$ cat src/hcr_defines.svh
// constants for the host config and timeout register bank
`ifndef HCR_DEFINES_SVH
`define HCR_DEFINES_SVH
`define HCR_OFF_IER        8'h24
`define HCR_OFF_TX_DMA_CONFIG      8'h30
`define HCR_OFF_RX_DMA_CONFIG      8'h34
`define HCR_OFF_JLA        8'h38
`define HCR_OFF_STATS      8'h40
`define HCR_OFF_TIMEOUT_PRESCALE       8'h44
`define HCR_OFF_RX_IDLE_TIMEOUT       8'h48
`define HCR_OFF_TX_IDLE_TIMEOUT       8'h4c
`define HCR_OFF_GAP        8'h50
`define HCR_OFF_CNT        8'h54
`define HCR_OFF_OBS        8'h58
`define HCR_OFF_AWAKE      8'h5c
`define HCR_OFF_ASLEEP     8'h60
`define HCR_RST_TX_DMA_CONFIG      32'h00000015
`define HCR_RST_RX_DMA_CONFIG      8'h05
`define HCR_RST_STATS      2'h3
`define HCR_RST_GAP        10'h01f
`define HCR_RST_CNT        5'h1f
`define HCR_RST_ASLEEP_COUNT   24'h00001f
`define HCR_CNT_OFF        5'h1f
`define HCR_WAKE_UNIT      8'hff
`define HCR_JUMBO_SHIFT    12
`define HCR_PHYERR_CHIRP   8'h08
`define HCR_PHYERR_DCHIRP  8'h03
`define HCR_ZLF_NONE       2'h0
`define HCR_ZLF_CHIRP      2'h1
`define HCR_ZLF_ALL        2'h2
`define HCR_BURST_MIN      10'h004
`endif

$ cat src/hcr_unused.sv
// no logic lives in this file

$ cat src/hcr_pkg.sv
// types for the host config and timeout register bank
package hcr_pkg;
   typedef struct packed {
      logic       cache_disable;
      logic       double_buffer_disable;
      logic       slow_clock_schedule_disable;
      logic       peer_fragment_burst_policy;
      logic       peer_beacon_window_policy;
      logic       tx_large_descriptor_mode;
      logic [5:0] tx_trigger_level;
      logic [2:0] master_read_burst_size;
   } hcr_tx_cfg_t;
   typedef struct packed {
      logic       sleep_with_pending_rx;
      logic       rx_large_buffer_wrap;
      logic       rx_large_descriptor_mode;
      logic [1:0] zero_length_frame_policy;
      logic [2:0] master_write_burst_size;
   } hcr_rx_cfg_t;
   typedef struct packed {
      logic [9:0] addr;
      logic [7:0] phy_err_code;
      logic       is_chirp;
      logic       is_double_chirp;
   } hcr_zlf_t;
endpackage

$ cat src/hcr_regs.sv
// host interface config, timeout and sleep counter register bank
//
// The implementer's own choice: the plain strobed port.
`timescale 1ns/1ps
`default_nettype none
`include "hcr_defines.svh"
module hcr_regs (
   input  wire logic                 clk,
   input  wire logic                 rst_n,
   input  wire logic [7:0]           reg_addr,
   input  wire logic [31:0]          reg_wdata,
   input  wire logic                 reg_wr,
   input  wire logic                 reg_rd,
   output logic [31:0]               reg_rdata,
   input  wire logic                 irq_pending,
   output logic                      irq_out,
   output hcr_pkg::hcr_tx_cfg_t      tx_cfg,
   output hcr_pkg::hcr_rx_cfg_t      rx_cfg,
   output logic [9:0]                read_burst_bytes,
   output logic [9:0]                write_burst_bytes,
   output logic [11:0]               tx_trigger_bytes,
   input  wire logic [15:0]          tx_buf_len,
   output logic [27:0]               tx_buf_len_eff,
   input  wire logic [15:0]          rx_buf_len,
   output logic [27:0]               rx_buf_len_eff,
   input  wire logic                 rx_buffer_end,
   output logic                      rx_repeat_buffer,
   input  wire logic [9:0]           queue_non_asap_req,
   output logic [9:0]                queue_non_asap_allow,
   output logic                      beacon_cancel_at_window_end,
   output logic                      fragment_yield_at_window,
   output logic                      dual_tx_fifo_enable,
   input  wire logic                 zlf_seen,
   input  wire logic                 zlf_chirp,
   input  wire logic                 zlf_double_chirp,
   output logic                      zlf_transfer,
   output logic                      zlf_desc_done,
   output logic                      zlf_desc_phy_err,
   output logic                      zlf_desc_more,
   output logic [7:0]                zlf_desc_err_code,
   input  wire logic                 rx_fifo_has_frames,
   input  wire logic                 sleep_request,
   output logic                      sleep_allow,
   input  wire logic                 rx_word_write,
   input  wire logic [31:0]          rx_word_addr,
   input  wire logic                 counter_at_threshold,
   output logic                      counters_freeze,
   output logic                      counters_clear,
   output logic                      counters_step_strobe,
   input  wire logic                 rx_frame_done,
   input  wire logic [9:0]           tx_queue_done,
   output logic                      rx_idle_irq,
   output logic                      tx_idle_irq,
   output logic                      rx_descriptor_interrupt,
   output logic [3:0]                dma_observe_select,
   output logic [2:0]                misc_observe_select,
   input  wire logic                 sleep_clk_tick,
   input  wire logic                 core_clock_stopped
);
   logic        rst_meta;
   logic        rst_sync_n;
   logic        global_interrupt_enable;
   logic [15:0] prescale;
   logic [15:0] pre_cnt;
   logic        tick;
   logic [9:0]  rx_idle_limit;
   logic [9:0]  tx_idle_limit;
   logic [9:0]  tx_idle_queue_mask;
   logic [9:0]  rx_idle_cnt;
   logic [9:0]  tx_idle_cnt;
   logic [9:0]  rx_gap_limit;
   logic [9:0]  gap_cnt;
   logic        gap_armed;
   logic [4:0]  rx_count_limit;
   logic [4:0]  frame_cnt;
   logic [31:0] last_addr;
   logic [7:0]  sleep_div;
   logic [23:0] awake_count;
   logic [23:0] asleep_count;
   logic [3:0]  pin_meta;
   logic [3:0]  pin_sync;
   logic        rd_awake;
   logic        rd_asleep;
   logic        wake_tick;
   logic        stop_lvl;
   logic        thr_lvl;

   // flags and pulses across sleep clock domain are synchronised first
   always_ff @(posedge clk or negedge rst_n) begin
      if (!rst_n) begin
         rst_meta   <= 1'b0;
         rst_sync_n <= 1'b0;
      end else begin
         rst_meta   <= 1'b1;
         rst_sync_n <= rst_meta;
      end
   end

   always_ff @(posedge clk or negedge rst_sync_n) begin
      if (!rst_sync_n) begin
         pin_meta <= 4'h0;
         pin_sync <= 4'h0;
      end else begin
         pin_meta <= {sleep_clk_tick, core_clock_stopped, counter_at_threshold, irq_pending};
         pin_sync <= pin_meta;
      end
   end

   assign stop_lvl = pin_sync[2];
   assign thr_lvl  = pin_sync[1];

   function automatic logic [9:0] burst_bytes(input logic [2:0] code);
      burst_bytes = `HCR_BURST_MIN << code;
   endfunction

   function automatic logic [27:0] scale_len(input logic [15:0] len, input logic big);
      scale_len = big ? {len, 12'h000} : {12'h000, len};
   endfunction

   // the word has reserved holes at bits 3 and 13 that the struct leaves out
   function automatic hcr_pkg::hcr_tx_cfg_t tx_cfg_of(input logic [31:0] w);
      tx_cfg_of = {w[16:14], w[12:4], w[2:0]};
   endfunction

   function automatic logic [31:0] tx_word_of(input hcr_pkg::hcr_tx_cfg_t c);
      tx_word_of = {15'h0000, c[14:12], 1'b0, c[11:3], 1'b0, c[2:0]};
   endfunction

   // software register writes
   always_ff @(posedge clk or negedge rst_sync_n) begin
      if (!rst_sync_n) begin
         global_interrupt_enable                <= 1'b0;
         tx_cfg             <= tx_cfg_of(`HCR_RST_TX_DMA_CONFIG);
         rx_cfg             <= `HCR_RST_RX_DMA_CONFIG;
         {counters_clear, counters_freeze} <= `HCR_RST_STATS;
         prescale           <= 16'h0000;
         rx_idle_limit      <= 10'h000;
         tx_idle_limit      <= 10'h000;
         tx_idle_queue_mask <= 10'h000;
         rx_gap_limit       <= `HCR_RST_GAP;
         rx_count_limit     <= `HCR_RST_CNT;
         dma_observe_select <= 4'h0;
         misc_observe_select <= 3'h0;
      end else if (reg_wr) begin
         case (reg_addr)
            `HCR_OFF_IER:   global_interrupt_enable <= reg_wdata[0];
            `HCR_OFF_TX_DMA_CONFIG: tx_cfg <= tx_cfg_of(reg_wdata);
            `HCR_OFF_RX_DMA_CONFIG: rx_cfg <= reg_wdata[7:0];
            `HCR_OFF_STATS: {counters_clear, counters_freeze} <= reg_wdata[2:1];
            `HCR_OFF_TIMEOUT_PRESCALE:  prescale <= reg_wdata[15:0];
            `HCR_OFF_RX_IDLE_TIMEOUT:  rx_idle_limit <= reg_wdata[9:0];
            `HCR_OFF_TX_IDLE_TIMEOUT: begin
               tx_idle_limit      <= reg_wdata[9:0];
               tx_idle_queue_mask <= reg_wdata[19:10];
            end
            `HCR_OFF_GAP:   rx_gap_limit <= reg_wdata[9:0];
            `HCR_OFF_CNT:   rx_count_limit <= reg_wdata[4:0];
            `HCR_OFF_OBS: begin
               dma_observe_select  <= reg_wdata[8:5];
               misc_observe_select <= reg_wdata[11:9];
            end
            default: ;
         endcase
      end
   end

   // one-shot step pulse, step bit reads back zero
   always_ff @(posedge clk or negedge rst_sync_n) begin
      if (!rst_sync_n)
         counters_step_strobe <= 1'b0;
      else
         counters_step_strobe <= reg_wr && reg_addr == `HCR_OFF_STATS && reg_wdata[3];
   end

   always_ff @(posedge clk or negedge rst_sync_n) begin
      if (!rst_sync_n)
         irq_out <= 1'b0;
      else
         irq_out <= global_interrupt_enable & pin_sync[0];
   end

   // policy decode to the dma and queue logic
   always_comb begin
      read_burst_bytes  = burst_bytes(tx_cfg.master_read_burst_size);
      write_burst_bytes = burst_bytes(rx_cfg.master_write_burst_size);
      tx_trigger_bytes  = {tx_cfg.tx_trigger_level, 6'h00};
      tx_buf_len_eff    = scale_len(tx_buf_len, tx_cfg.tx_large_descriptor_mode);
      rx_buf_len_eff    = scale_len(rx_buf_len, rx_cfg.rx_large_descriptor_mode);
      rx_repeat_buffer  = rx_buffer_end & rx_cfg.rx_large_buffer_wrap;
      beacon_cancel_at_window_end = ~tx_cfg.peer_beacon_window_policy;
      fragment_yield_at_window    = ~tx_cfg.peer_fragment_burst_policy;
      dual_tx_fifo_enable         = ~tx_cfg.double_buffer_disable;
      // software sets the disable bit for slow clocks; only queues 8 and 9 lose non-asap
      queue_non_asap_allow = queue_non_asap_req &
                             {{2{~tx_cfg.slow_clock_schedule_disable}}, 8'hff};
      sleep_allow = sleep_request & (~rx_fifo_has_frames | rx_cfg.sleep_with_pending_rx);
   end

   // zero-length frame handling
   always_comb begin
      case (rx_cfg.zero_length_frame_policy)
         `HCR_ZLF_NONE:  zlf_transfer = 1'b0;
         `HCR_ZLF_CHIRP: zlf_transfer = zlf_seen & (zlf_chirp | zlf_double_chirp);
         `HCR_ZLF_ALL:   zlf_transfer = zlf_seen;
         default:        zlf_transfer = 1'b0;
      endcase
      zlf_desc_done     = zlf_transfer;
      zlf_desc_phy_err  = zlf_transfer & (zlf_chirp | zlf_double_chirp);
      zlf_desc_more     = 1'b0;
      zlf_desc_err_code = zlf_chirp ? `HCR_PHYERR_CHIRP :
                          (zlf_double_chirp ? `HCR_PHYERR_DCHIRP : 8'h00);
   end

   // address of the last written word while rx large mode is on
   always_ff @(posedge clk or negedge rst_sync_n) begin
      if (!rst_sync_n)
         last_addr <= 32'h00000000;
      else if (rx_word_write && rx_cfg.rx_large_descriptor_mode)
         last_addr <= rx_word_addr;
   end

   // timeout prescaler: core clock is 40 or 80 MHz in the real part
   always_ff @(posedge clk or negedge rst_sync_n) begin
      if (!rst_sync_n) begin
         pre_cnt <= 16'h0000;
         tick    <= 1'b0;
      end else if (prescale == 16'h0000) begin
         pre_cnt <= 16'h0000;
         tick    <= 1'b0;
      end else if (pre_cnt >= prescale - 16'h0001) begin
         pre_cnt <= 16'h0000;
         tick    <= 1'b1;
      end else begin
         pre_cnt <= pre_cnt + 16'h0001;
         tick    <= 1'b0;
      end
   end

   // idle timeouts: reload on a qualifying frame, count down on ticks
   always_ff @(posedge clk or negedge rst_sync_n) begin
      if (!rst_sync_n) begin
         rx_idle_cnt <= 10'h000;
         rx_idle_irq <= 1'b0;
      end else begin
         rx_idle_irq <= 1'b0;
         if (rx_idle_limit == 10'h000 || rx_frame_done)
            rx_idle_cnt <= rx_idle_limit;
         else if (tick && rx_idle_cnt != 10'h000) begin
            rx_idle_cnt <= rx_idle_cnt - 10'h001;
            rx_idle_irq <= rx_idle_cnt == 10'h001;
         end
      end
   end

   always_ff @(posedge clk or negedge rst_sync_n) begin
      if (!rst_sync_n) begin
         tx_idle_cnt <= 10'h000;
         tx_idle_irq <= 1'b0;
      end else begin
         tx_idle_irq <= 1'b0;
         if (tx_idle_limit == 10'h000 || |(tx_queue_done & tx_idle_queue_mask))
            tx_idle_cnt <= tx_idle_limit;
         else if (tick && tx_idle_cnt != 10'h000) begin
            tx_idle_cnt <= tx_idle_cnt - 10'h001;
            tx_idle_irq <= tx_idle_cnt == 10'h001;
         end
      end
   end

   // rx descriptor interrupt from frame gap or frame count
   always_ff @(posedge clk or negedge rst_sync_n) begin
      if (!rst_sync_n) begin
         gap_cnt   <= 10'h000;
         gap_armed <= 1'b0;
         frame_cnt <= 5'h00;
         rx_descriptor_interrupt <= 1'b0;
      end else begin
         rx_descriptor_interrupt <= 1'b0;
         if (rx_frame_done) begin
            gap_cnt   <= 10'h000;
            gap_armed <= 1'b1;
            if (rx_count_limit != `HCR_CNT_OFF && frame_cnt == rx_count_limit) begin
               frame_cnt <= 5'h00;
               rx_descriptor_interrupt <= 1'b1;
            end else
               frame_cnt <= frame_cnt + 5'h01;
         end else if (gap_armed && tick) begin
            if (gap_cnt >= rx_gap_limit) begin
               gap_armed <= 1'b0;
               frame_cnt <= 5'h00;
               rx_descriptor_interrupt <= 1'b1;
            end else
               gap_cnt <= gap_cnt + 10'h001;
         end
      end
   end

   // sleep performance counters in 256 sleep clock units, cleared by read
   logic tick_prev;
   always_ff @(posedge clk or negedge rst_sync_n) begin
      if (!rst_sync_n) begin
         tick_prev <= 1'b0;
         sleep_div <= 8'h00;
         wake_tick <= 1'b0;
      end else begin
         tick_prev <= pin_sync[3];
         wake_tick <= 1'b0;
         if (pin_sync[3] && !tick_prev) begin
            sleep_div <= sleep_div + 8'h01;
            wake_tick <= sleep_div == `HCR_WAKE_UNIT;
         end
      end
   end

   assign rd_awake  = reg_rd && reg_addr == `HCR_OFF_AWAKE;
   assign rd_asleep = reg_rd && reg_addr == `HCR_OFF_ASLEEP;

   // the stopped count only moves when the core clock really stopped
   always_ff @(posedge clk or negedge rst_sync_n) begin
      if (!rst_sync_n) begin
         awake_count  <= `HCR_RST_ASLEEP_COUNT;
         asleep_count <= `HCR_RST_ASLEEP_COUNT;
      end else begin
         if (wake_tick && !stop_lvl)
            awake_count <= (rd_awake ? 24'h000000 : awake_count) + 24'h000001;
         else if (rd_awake)
            awake_count <= 24'h000000;
         if (wake_tick && stop_lvl)
            asleep_count <= (rd_asleep ? 24'h000000 : asleep_count) + 24'h000001;
         else if (rd_asleep)
            asleep_count <= 24'h000000;
      end
   end

   // read data one cycle after the strobe, unmapped reads zero
   always_ff @(posedge clk or negedge rst_sync_n) begin
      if (!rst_sync_n)
         reg_rdata <= 32'h00000000;
      else if (reg_rd) begin
         case (reg_addr)
            `HCR_OFF_IER:    reg_rdata <= {31'h0, global_interrupt_enable};
            `HCR_OFF_TX_DMA_CONFIG:  reg_rdata <= tx_word_of(tx_cfg);
            `HCR_OFF_RX_DMA_CONFIG:  reg_rdata <= {24'h0, rx_cfg};
            `HCR_OFF_JLA:    reg_rdata <= last_addr;
            `HCR_OFF_STATS:  reg_rdata <= {28'h0, 1'b0, counters_clear, counters_freeze,
                                           thr_lvl};
            `HCR_OFF_TIMEOUT_PRESCALE:   reg_rdata <= {16'h0, prescale};
            `HCR_OFF_RX_IDLE_TIMEOUT:   reg_rdata <= {22'h0, rx_idle_limit};
            `HCR_OFF_TX_IDLE_TIMEOUT:   reg_rdata <= {12'h0, tx_idle_queue_mask, tx_idle_limit};
            `HCR_OFF_GAP:    reg_rdata <= {22'h0, rx_gap_limit};
            `HCR_OFF_CNT:    reg_rdata <= {27'h0, rx_count_limit};
            `HCR_OFF_OBS:    reg_rdata <= {20'h0, misc_observe_select, dma_observe_select, 5'h0};
            `HCR_OFF_AWAKE:  reg_rdata <= {8'h0, awake_count};
            `HCR_OFF_ASLEEP: reg_rdata <= {8'h0, asleep_count};
            default:         reg_rdata <= 32'h00000000;
         endcase
      end else
         reg_rdata <= 32'h00000000;
   end
endmodule
`default_nettype wire

$ cat config.mk
export PLATFORM = sky130hd
export DESIGN_NAME = hcr_regs
export DESIGN_NICKNAME = d
export VERILOG_FILES = /design/src/hcr_unused.sv /design/src/hcr_pkg.sv /design/src/hcr_regs.sv
export VERILOG_INCLUDE_DIRS = /design/src
export SDC_FILE = /design/constraint.sdc
export NUM_CORES = 1
export LEC_CHECK = 0
export BUFFER_PORTS_ARGS = -buffer_cell sky130_fd_sc_hd__buf_2
export CELL_PAD_IN_SITES_DETAIL_PLACEMENT = 0
export CELL_PAD_IN_SITES_GLOBAL_PLACEMENT = 1
export CORE_MARGIN = 4
export CORE_UTILIZATION = 30
export CTS_CLUSTER_SIZE = 24
export DETAILED_ROUTE_END_ITERATION = 7
export PLACE_DENSITY = 0.6
export SLEW_MARGIN = 15
export SYNTH_ARGS = -nofsm -noshare
export SYNTH_HDL_FRONTEND = slang
export SYNTH_SLANG_ARGS = --single-unit
export TNS_END_PERCENT = 10
$ cat constraint.sdc
create_clock -name clk -period 9.9 [get_ports clk]
set_input_delay 1.485 -clock clk [delete_from_list [all_inputs] [get_ports clk]]
set_output_delay 1.485 -clock clk [all_outputs]
set_load 0.05 [all_outputs]
**Yosys cells after proc, flatten, opt, wreduce, memory -nomap -nowiden**

Index checks and enable logic that the tools add are counted.

- Output and inout port bits: 184
- Bits of input ports: 140
- Logic and storage cells: 171
- Register bits: 284

- Multiplexer cells: 38
- $add $sub $neg: 9
- Reductions and logical operators: 38
- Bitwise operators: 14
- Equality and inequality tests: 21
- Shift operators: 2
- $lt $le $gt $ge: 2

Operators with widths:

| operator | count |
|---|---|
| 32-bit case mux with 13 select lines | 1 |
| 24-bit two-way mux | 4 |
| 8-bit by 7-bit equality test with 1-bit output (second input constant) | 9 |
| 10-bit two-way mux | 7 |
| 28-bit two-way mux | 2 |
| 24-bit by 1-bit adder with 24-bit output (second input constant) | 2 |
| 8-bit by 6-bit equality test with 1-bit output (second input constant) | 4 |
| 16-bit two-way mux | 2 |
| 32-bit two-way mux | 1 |
| 2-bit AND reduction | 12 |
| 10-bit bitwise AND | 2 |
| 10-bit by 1-bit equality test with 1-bit output (second input constant) | 2 |
| 10-bit logical NOT | 2 |
| 5-bit two-way mux | 4 |
| 10-bit nonzero test | 2 |
| 3-bit by 3-bit << shifter with 10-bit output (first input constant) | 2 |
| 10-bit by 1-bit subtractor with 10-bit output (second input constant) | 2 |
| 16-bit by 1-bit adder with 16-bit output (second input constant) | 1 |
| 16-bit >= comparator | 1 |
| 16-bit logical NOT | 1 |
| 16-bit by 1-bit subtractor with 16-bit output (second input constant) | 1 |
| 1-bit two-way mux | 14 |
| 1-bit logical AND | 12 |
| 10-bit by 1-bit adder with 10-bit output (second input constant) | 1 |
| 19 further kinds | 33 |

**Logic depth before layout (Yosys ltp)**

- Depth in word-level cells: 5
- Gate-level depth with buffers: 14
- Mapped depth without buffers: 13

**Worst setup path after synthesis**

Ideal clock, no wire load.

- Path kind: input to output
- From: in zlf_chirp
- To: out zlf_desc_phy_err
- Path buffers: 0
- Data required time: 8.415 ns
- Stages on the path: 4
- Data arrival time: 3.447 ns
- Path slack: 4.968 ns
- Path through: or2_2 > a21oi_1 > nor3b_1 > and2_1

- Longest elaborated chain between the ends: 4

RTL lines:

| element | line | source |
|---|---|---|
| start: declaration | hcr_regs.sv:34 | `input wire logic zlf_chirp,` |
| 1-bit OR | hcr_regs.sv:203 | `` `HCR_ZLF_CHIRP: zlf_transfer = zlf_seen & (zlf_chirp \| zlf_double_chirp); `` |
| 1-bit bitwise AND | hcr_regs.sv:203 |  |
| 1-bit case mux with 2 select lines | hcr_regs.sv:201 | `case (rx_cfg.zero_length_frame_policy)` |
| named net zlf_desc_done | hcr_regs.sv:37 | `output logic zlf_desc_done,` |
| 1-bit bitwise AND | hcr_regs.sv:208 | `zlf_desc_phy_err = zlf_transfer & (zlf_chirp \| zlf_double_chirp);` |
| end: declaration | hcr_regs.sv:38 | `output logic zlf_desc_phy_err,` |

The timed path passes the listed nets, and every way through them passes these cells.

**Worst setup path after layout**

- From: in reg_addr[2]
- To: reg tx_idle_queue_mask[8]

- Longest elaborated chain between the ends: 2

RTL lines:

| element | line | source |
|---|---|---|
| start: declaration | hcr_regs.sv:10 | `input wire logic [7:0] reg_addr,` |
| 8-bit by 7-bit equality test with 1-bit output | hcr_regs.sv:145 | `case (reg_addr)` |
| 2-bit AND reduction (no line) | - |  |
| end signal: assignment | hcr_regs.sv:154 | `tx_idle_queue_mask <= reg_wdata[19:10];` |
| end: declaration | hcr_regs.sv:68 | `logic [9:0] tx_idle_queue_mask;` |

No other way between the ends.
A chain may end at the register's enable or synchronous reset.

==> results by group <==
Clock network
  • CTS tree: yes
  • CTS Root Buffer Type: sky130_fd_sc_hd__clkbuf_16
  • Number of buffers added by the clock tree synthesis step: 35
  • Post-CTS sizing: 0
  • Number of clock sinks: 284
  • Clock-pin slew of the registers on the worst-case setup and hold paths: 0.06 ns
  • Post-CTS Setup Inserts: 0
  • Number of buffers between clock root and the deepest sink: 3
  • H-tree levels: 2
  • Worst-Skew Late Latency: 0.53 ns
  • Number of buffers inserted by hold repair at cts: 0

Die
  • Io pins: 324
  • Y dimension of the die: 229.9 um
  • Die area: 52860 um2
  • Die width: 229.9 um
  • Core area: 48850 um2
  • Standard-cell row count: 81
  • Initial cell density of the core: 0.3024

Synth
  • Area share of the leading cell type in the synthesized netlist: 0.4353
  • Dominant synthesized flop cell: sky130_fd_sc_hd__dfrtp_1
  • Number of distinct library cells after synthesis: 70
  • Per-instance average area after synthesis: 10.74 um2
  • Leading cell types by total area after synthesis: sky130_fd_sc_hd__dfrtp_1 (44%), sky130_fd_sc_hd__mux2_2 (11%), sky130_fd_sc_hd__dfstp_2 (4.8%)
  • Yosys Warn Count: 0
  • Yosys top cell by area: sky130_fd_sc_hd__dfrtp_1
  • Syn Std Cell Area: 14770 um2
  • Count of state elements after synthesis: 284
  • Sequential-to-total area share from yosys stat: 0.4833
  • Number of enable-type register cells in the synthesized netlist: 0
  • Cells after synthesis: 1375
  • Fraction of registers with async set/reset: 1.000

Layout
  • Nets: 1800
  • Filler instances: 4938
  • P&R area growth vs syn: 20.58%
  • Ratio of cells with drive above 1 in the final layout: 0.3281
  • Seq. cell area: 7144 um2
  • Number of cells in the finished layout apart from fillers: 2311
  • Post-layout instance area: 17810 um2
  • Multi-input logic area: 7093 um2

Pwr
  • Power Dens Cells: 174.6 nW/um2
  • Power share of the clock group: 0.408
  • Power consumption: 0.003110 W
  • Total internal power: 0.002212 W
  • Proportion of power drawn by flip-flops and latches: 0.441
  • Leak Pwr: 8.361 nW
  • Switching power: 0.0008980 W
  • Share of total power in combinational logic: 0.151
  • Proportion of total power due to net switching: 0.2887
  • Worst VDD drop: 0.00007874 V

Timing
  • Final number of hold-violating endpoints: 0
  • Final Setup Violations: 0
  • Max Transition Viols Final: 0
  • Worst slew margin: 0.2173
  • Period Utilization, post-route: 0.4360
  • Slew @ Worst Pin: 1.171 ns
  • RSZ-0062 raised after global routing: no
  • Clk_skew: 0.01433 ns
  • Period minus WS final: 4.316 ns
  • Post-route worst setup slack: 5.584 ns
  • Final sum of negative setup slack: 0 ns
  • Peak Freq: 231.7 MHz

Hold path
  • Hold crit path type: flip-flop to flip-flop
  • Min-delay src: rst_meta

Setup path
  • Class of the most critical setup path: input pin to flip-flop
  • Largest fanout on the critical path: 23
  • Data required time of the critical path: 10.30 ns
  • Worst path arrival time: 4.72 ns
  • Beginning of the worst register-to-register path: prescale[4]
  • Endpoint kind of the worst setup timing path: flip-flop
  • Cells traversed along the worst timing path: buf_2, nor4bb_1, buf_4, and2_1, nand2_1, mux2_2
  • Origin of the worst setup path: reg_addr[2]
  • CP max stage delay: 0.95 ns
  • Kind of start point of the critical path: input pin
  • Master of the slowest instance on the critical path: sky130_fd_sc_hd__nand2_1

Routing
  • Total Wirelength: 47510 um
  • Final ANT Viol Nets: 0
  • Drt first pass iters: 5
  • Number of vias per cell after detailed routing: 5.022
  • Number of DRC markers after the initial detailed-route iteration: 798
  • Detailed-route DRC error count: 0
  • Routed length per instance: 20.56 um
  • Number of vias after detailed routing: 11610

Run
  • Max_cap viols: 0

Place
  • Routability cong.: 0.8272
  • Port Buffers: 279
  • Placed cell area: 16690 um2
  • Cells after DPL: 2248
  • Pre-CTS worst setup slack: 5.083 ns
  • Detailed-placement wirelength estimate: 34820 um

Global route
  • Wire length of the first global-routing pass: 72880 um
  • All-layer global routing usage: 0.1764
  • Pin count of the biggest net entering global routing: 76
  • Vias in the first global route: 11660
  • Sum of overflow across all layers after global routing: 0
  • Initial antenna violation count: 3

Run status
  • Result of the run: finished, final reports clean
-- final cells by class --
cell class / instances / area share
Sequential cell: 284 / 0.4010
Timing Repair Buffer: 292 / 0.08386
Clock inverter: 11 / 0.006040
Tap cell: 664 / 0.04664
Clock buffer: 51 / 0.05717
Multi-Input combinational cell: 975 / 0.3982
Antenna cell: 1 / 0.0001405
Inverter: 33 / 0.006953
-- worst paths after layout --
path / to / slack [ns] / cells past startpoint
worst max-delay path: tx_idle_queue_mask[8] / 5.58 / 6
worst min-delay path: rst_sync_n / 0.35 / 0
worst max register to register: pre_cnt[7] / 5.63 / 11
worst min register to register: rst_sync_n / 0.35 / 0
max in group asynchronous: asleep_count[23] / 7.10 / 2
min in group asynchronous: sleep_div[2] / 0.45 / 0
-- stage by stage --
step | hold slack (ns) | util
after global routing | 0.3610 | 0.3646
after global placement | 0.3339 | 0.3416
after detailed placement | 0.3403 | 0.3416
after floorplan | 0.3312 | -
final | 0.3496 | 0.3647
after CTS | 0.3507 | 0.3646
-- sequential cells by signal, indices dropped and copies added (netlist names), 8 cells and up --
| name | flops |
|---|---|
| tx_idle_limit | 10 |
| rx_idle_cnt | 10 |
| awake_count | 24 |
| rx_idle_limit | 10 |
| pre_cnt | 16 |
| tx_idle_queue_mask | 10 |
| rx_gap_limit | 10 |
| tx_cfg | 15 |
| last_addr | 32 |
| prescale | 16 |
| tx_idle_cnt | 10 |
| gap_cnt | 10 |
| sleep_div | 8 |
| rx_cfg | 8 |
| reg_rdata | 32 |
| asleep_count | 24 |
-- power by group through the flow --
stage | registers, W | logic, W | clock network (W)
global placement | 0.00139 | 0.000465 | 0
detailed placement | 0.00139 | 0.000472 | 0
floorplan | 0.00138 | 0.000352 | 0
CTS | 0.00137 | 0.000475 | 0.00131
global route | 0.00139 | 0.000519 | 0.00135
finish | 0.00137 | 0.000468 | 0.00127
-- critical path, delay by kind of cell --
family	cells	cell delay, ns
muxes	1	0.56
and+or+nand+nor	3	2.02
buffers and inverters	2	0.63
-- synthesized netlist by cell type (36+ instances only) --
cell                       instances
sky130_fd_sc_hd__and2_1           46
sky130_fd_sc_hd__nor2_1           94
sky130_fd_sc_hd__xor2_1           49
sky130_fd_sc_hd__nand2_1          90
sky130_fd_sc_hd__nor2b_1          36
sky130_fd_sc_hd__nand3_1          43
sky130_fd_sc_hd__mux2_2          144
sky130_fd_sc_hd__ha_1             39
sky130_fd_sc_hd__dfrtp_1         257
sky130_fd_sc_hd__clkbuf_1         48
sky130_fd_sc_hd__xnor2_1          43
sky130_fd_sc_hd__a21oi_1          43
-- kinds of logic (layout without fill, tap and decap cells) --
group                      Yosys count  after routing  share of synthesized area
adders and majority gates           39             39                    0.03303
muxes                              149            149                     0.1131
other                                2             18                  0.0005083
buffers and inverters              131            387                    0.04319
and+or+nand+nor                    470            470                     0.1727
AOI/OAI and AO/OA                  208            208                    0.09959
xor gates and xnor gates            92             92                    0.05454
DFF                                284            284                     0.4833
-- cells in the final DEF (no fill, tap or decap), types with 24 or more instances in the layout --
master	instances
sky130_fd_sc_hd__a21oi_1	43
sky130_fd_sc_hd__dfrtp_1	256
sky130_fd_sc_hd__and3_1	29
sky130_fd_sc_hd__clkbuf_16	37
sky130_fd_sc_hd__a22oi_1	33
sky130_fd_sc_hd__o21ai_0	24
sky130_fd_sc_hd__nand4_1	29
sky130_fd_sc_hd__ha_1	39
sky130_fd_sc_hd__buf_2	279
sky130_fd_sc_hd__xor2_1	49
sky130_fd_sc_hd__nand3_1	43
sky130_fd_sc_hd__and2_1	45
sky130_fd_sc_hd__mux2_2	144
sky130_fd_sc_hd__nor2_1	94
sky130_fd_sc_hd__inv_1	33
sky130_fd_sc_hd__xnor2_1	43
sky130_fd_sc_hd__nor2b_1	36
sky130_fd_sc_hd__nand2_1	89
sky130_fd_sc_hd__dfstp_2	27
-- per-layer routing --
metal,vias up,global-route usage,part of all wire
met4,4,0.06011,0.030
met5,-,0,0.00065
met2,331,0.2706,0.45
met1,5802,0.2504,0.47
met3,78,0.03382,0.055
li1,5390,-,-
Note: power is estimated with default switching activity, not from simulation.
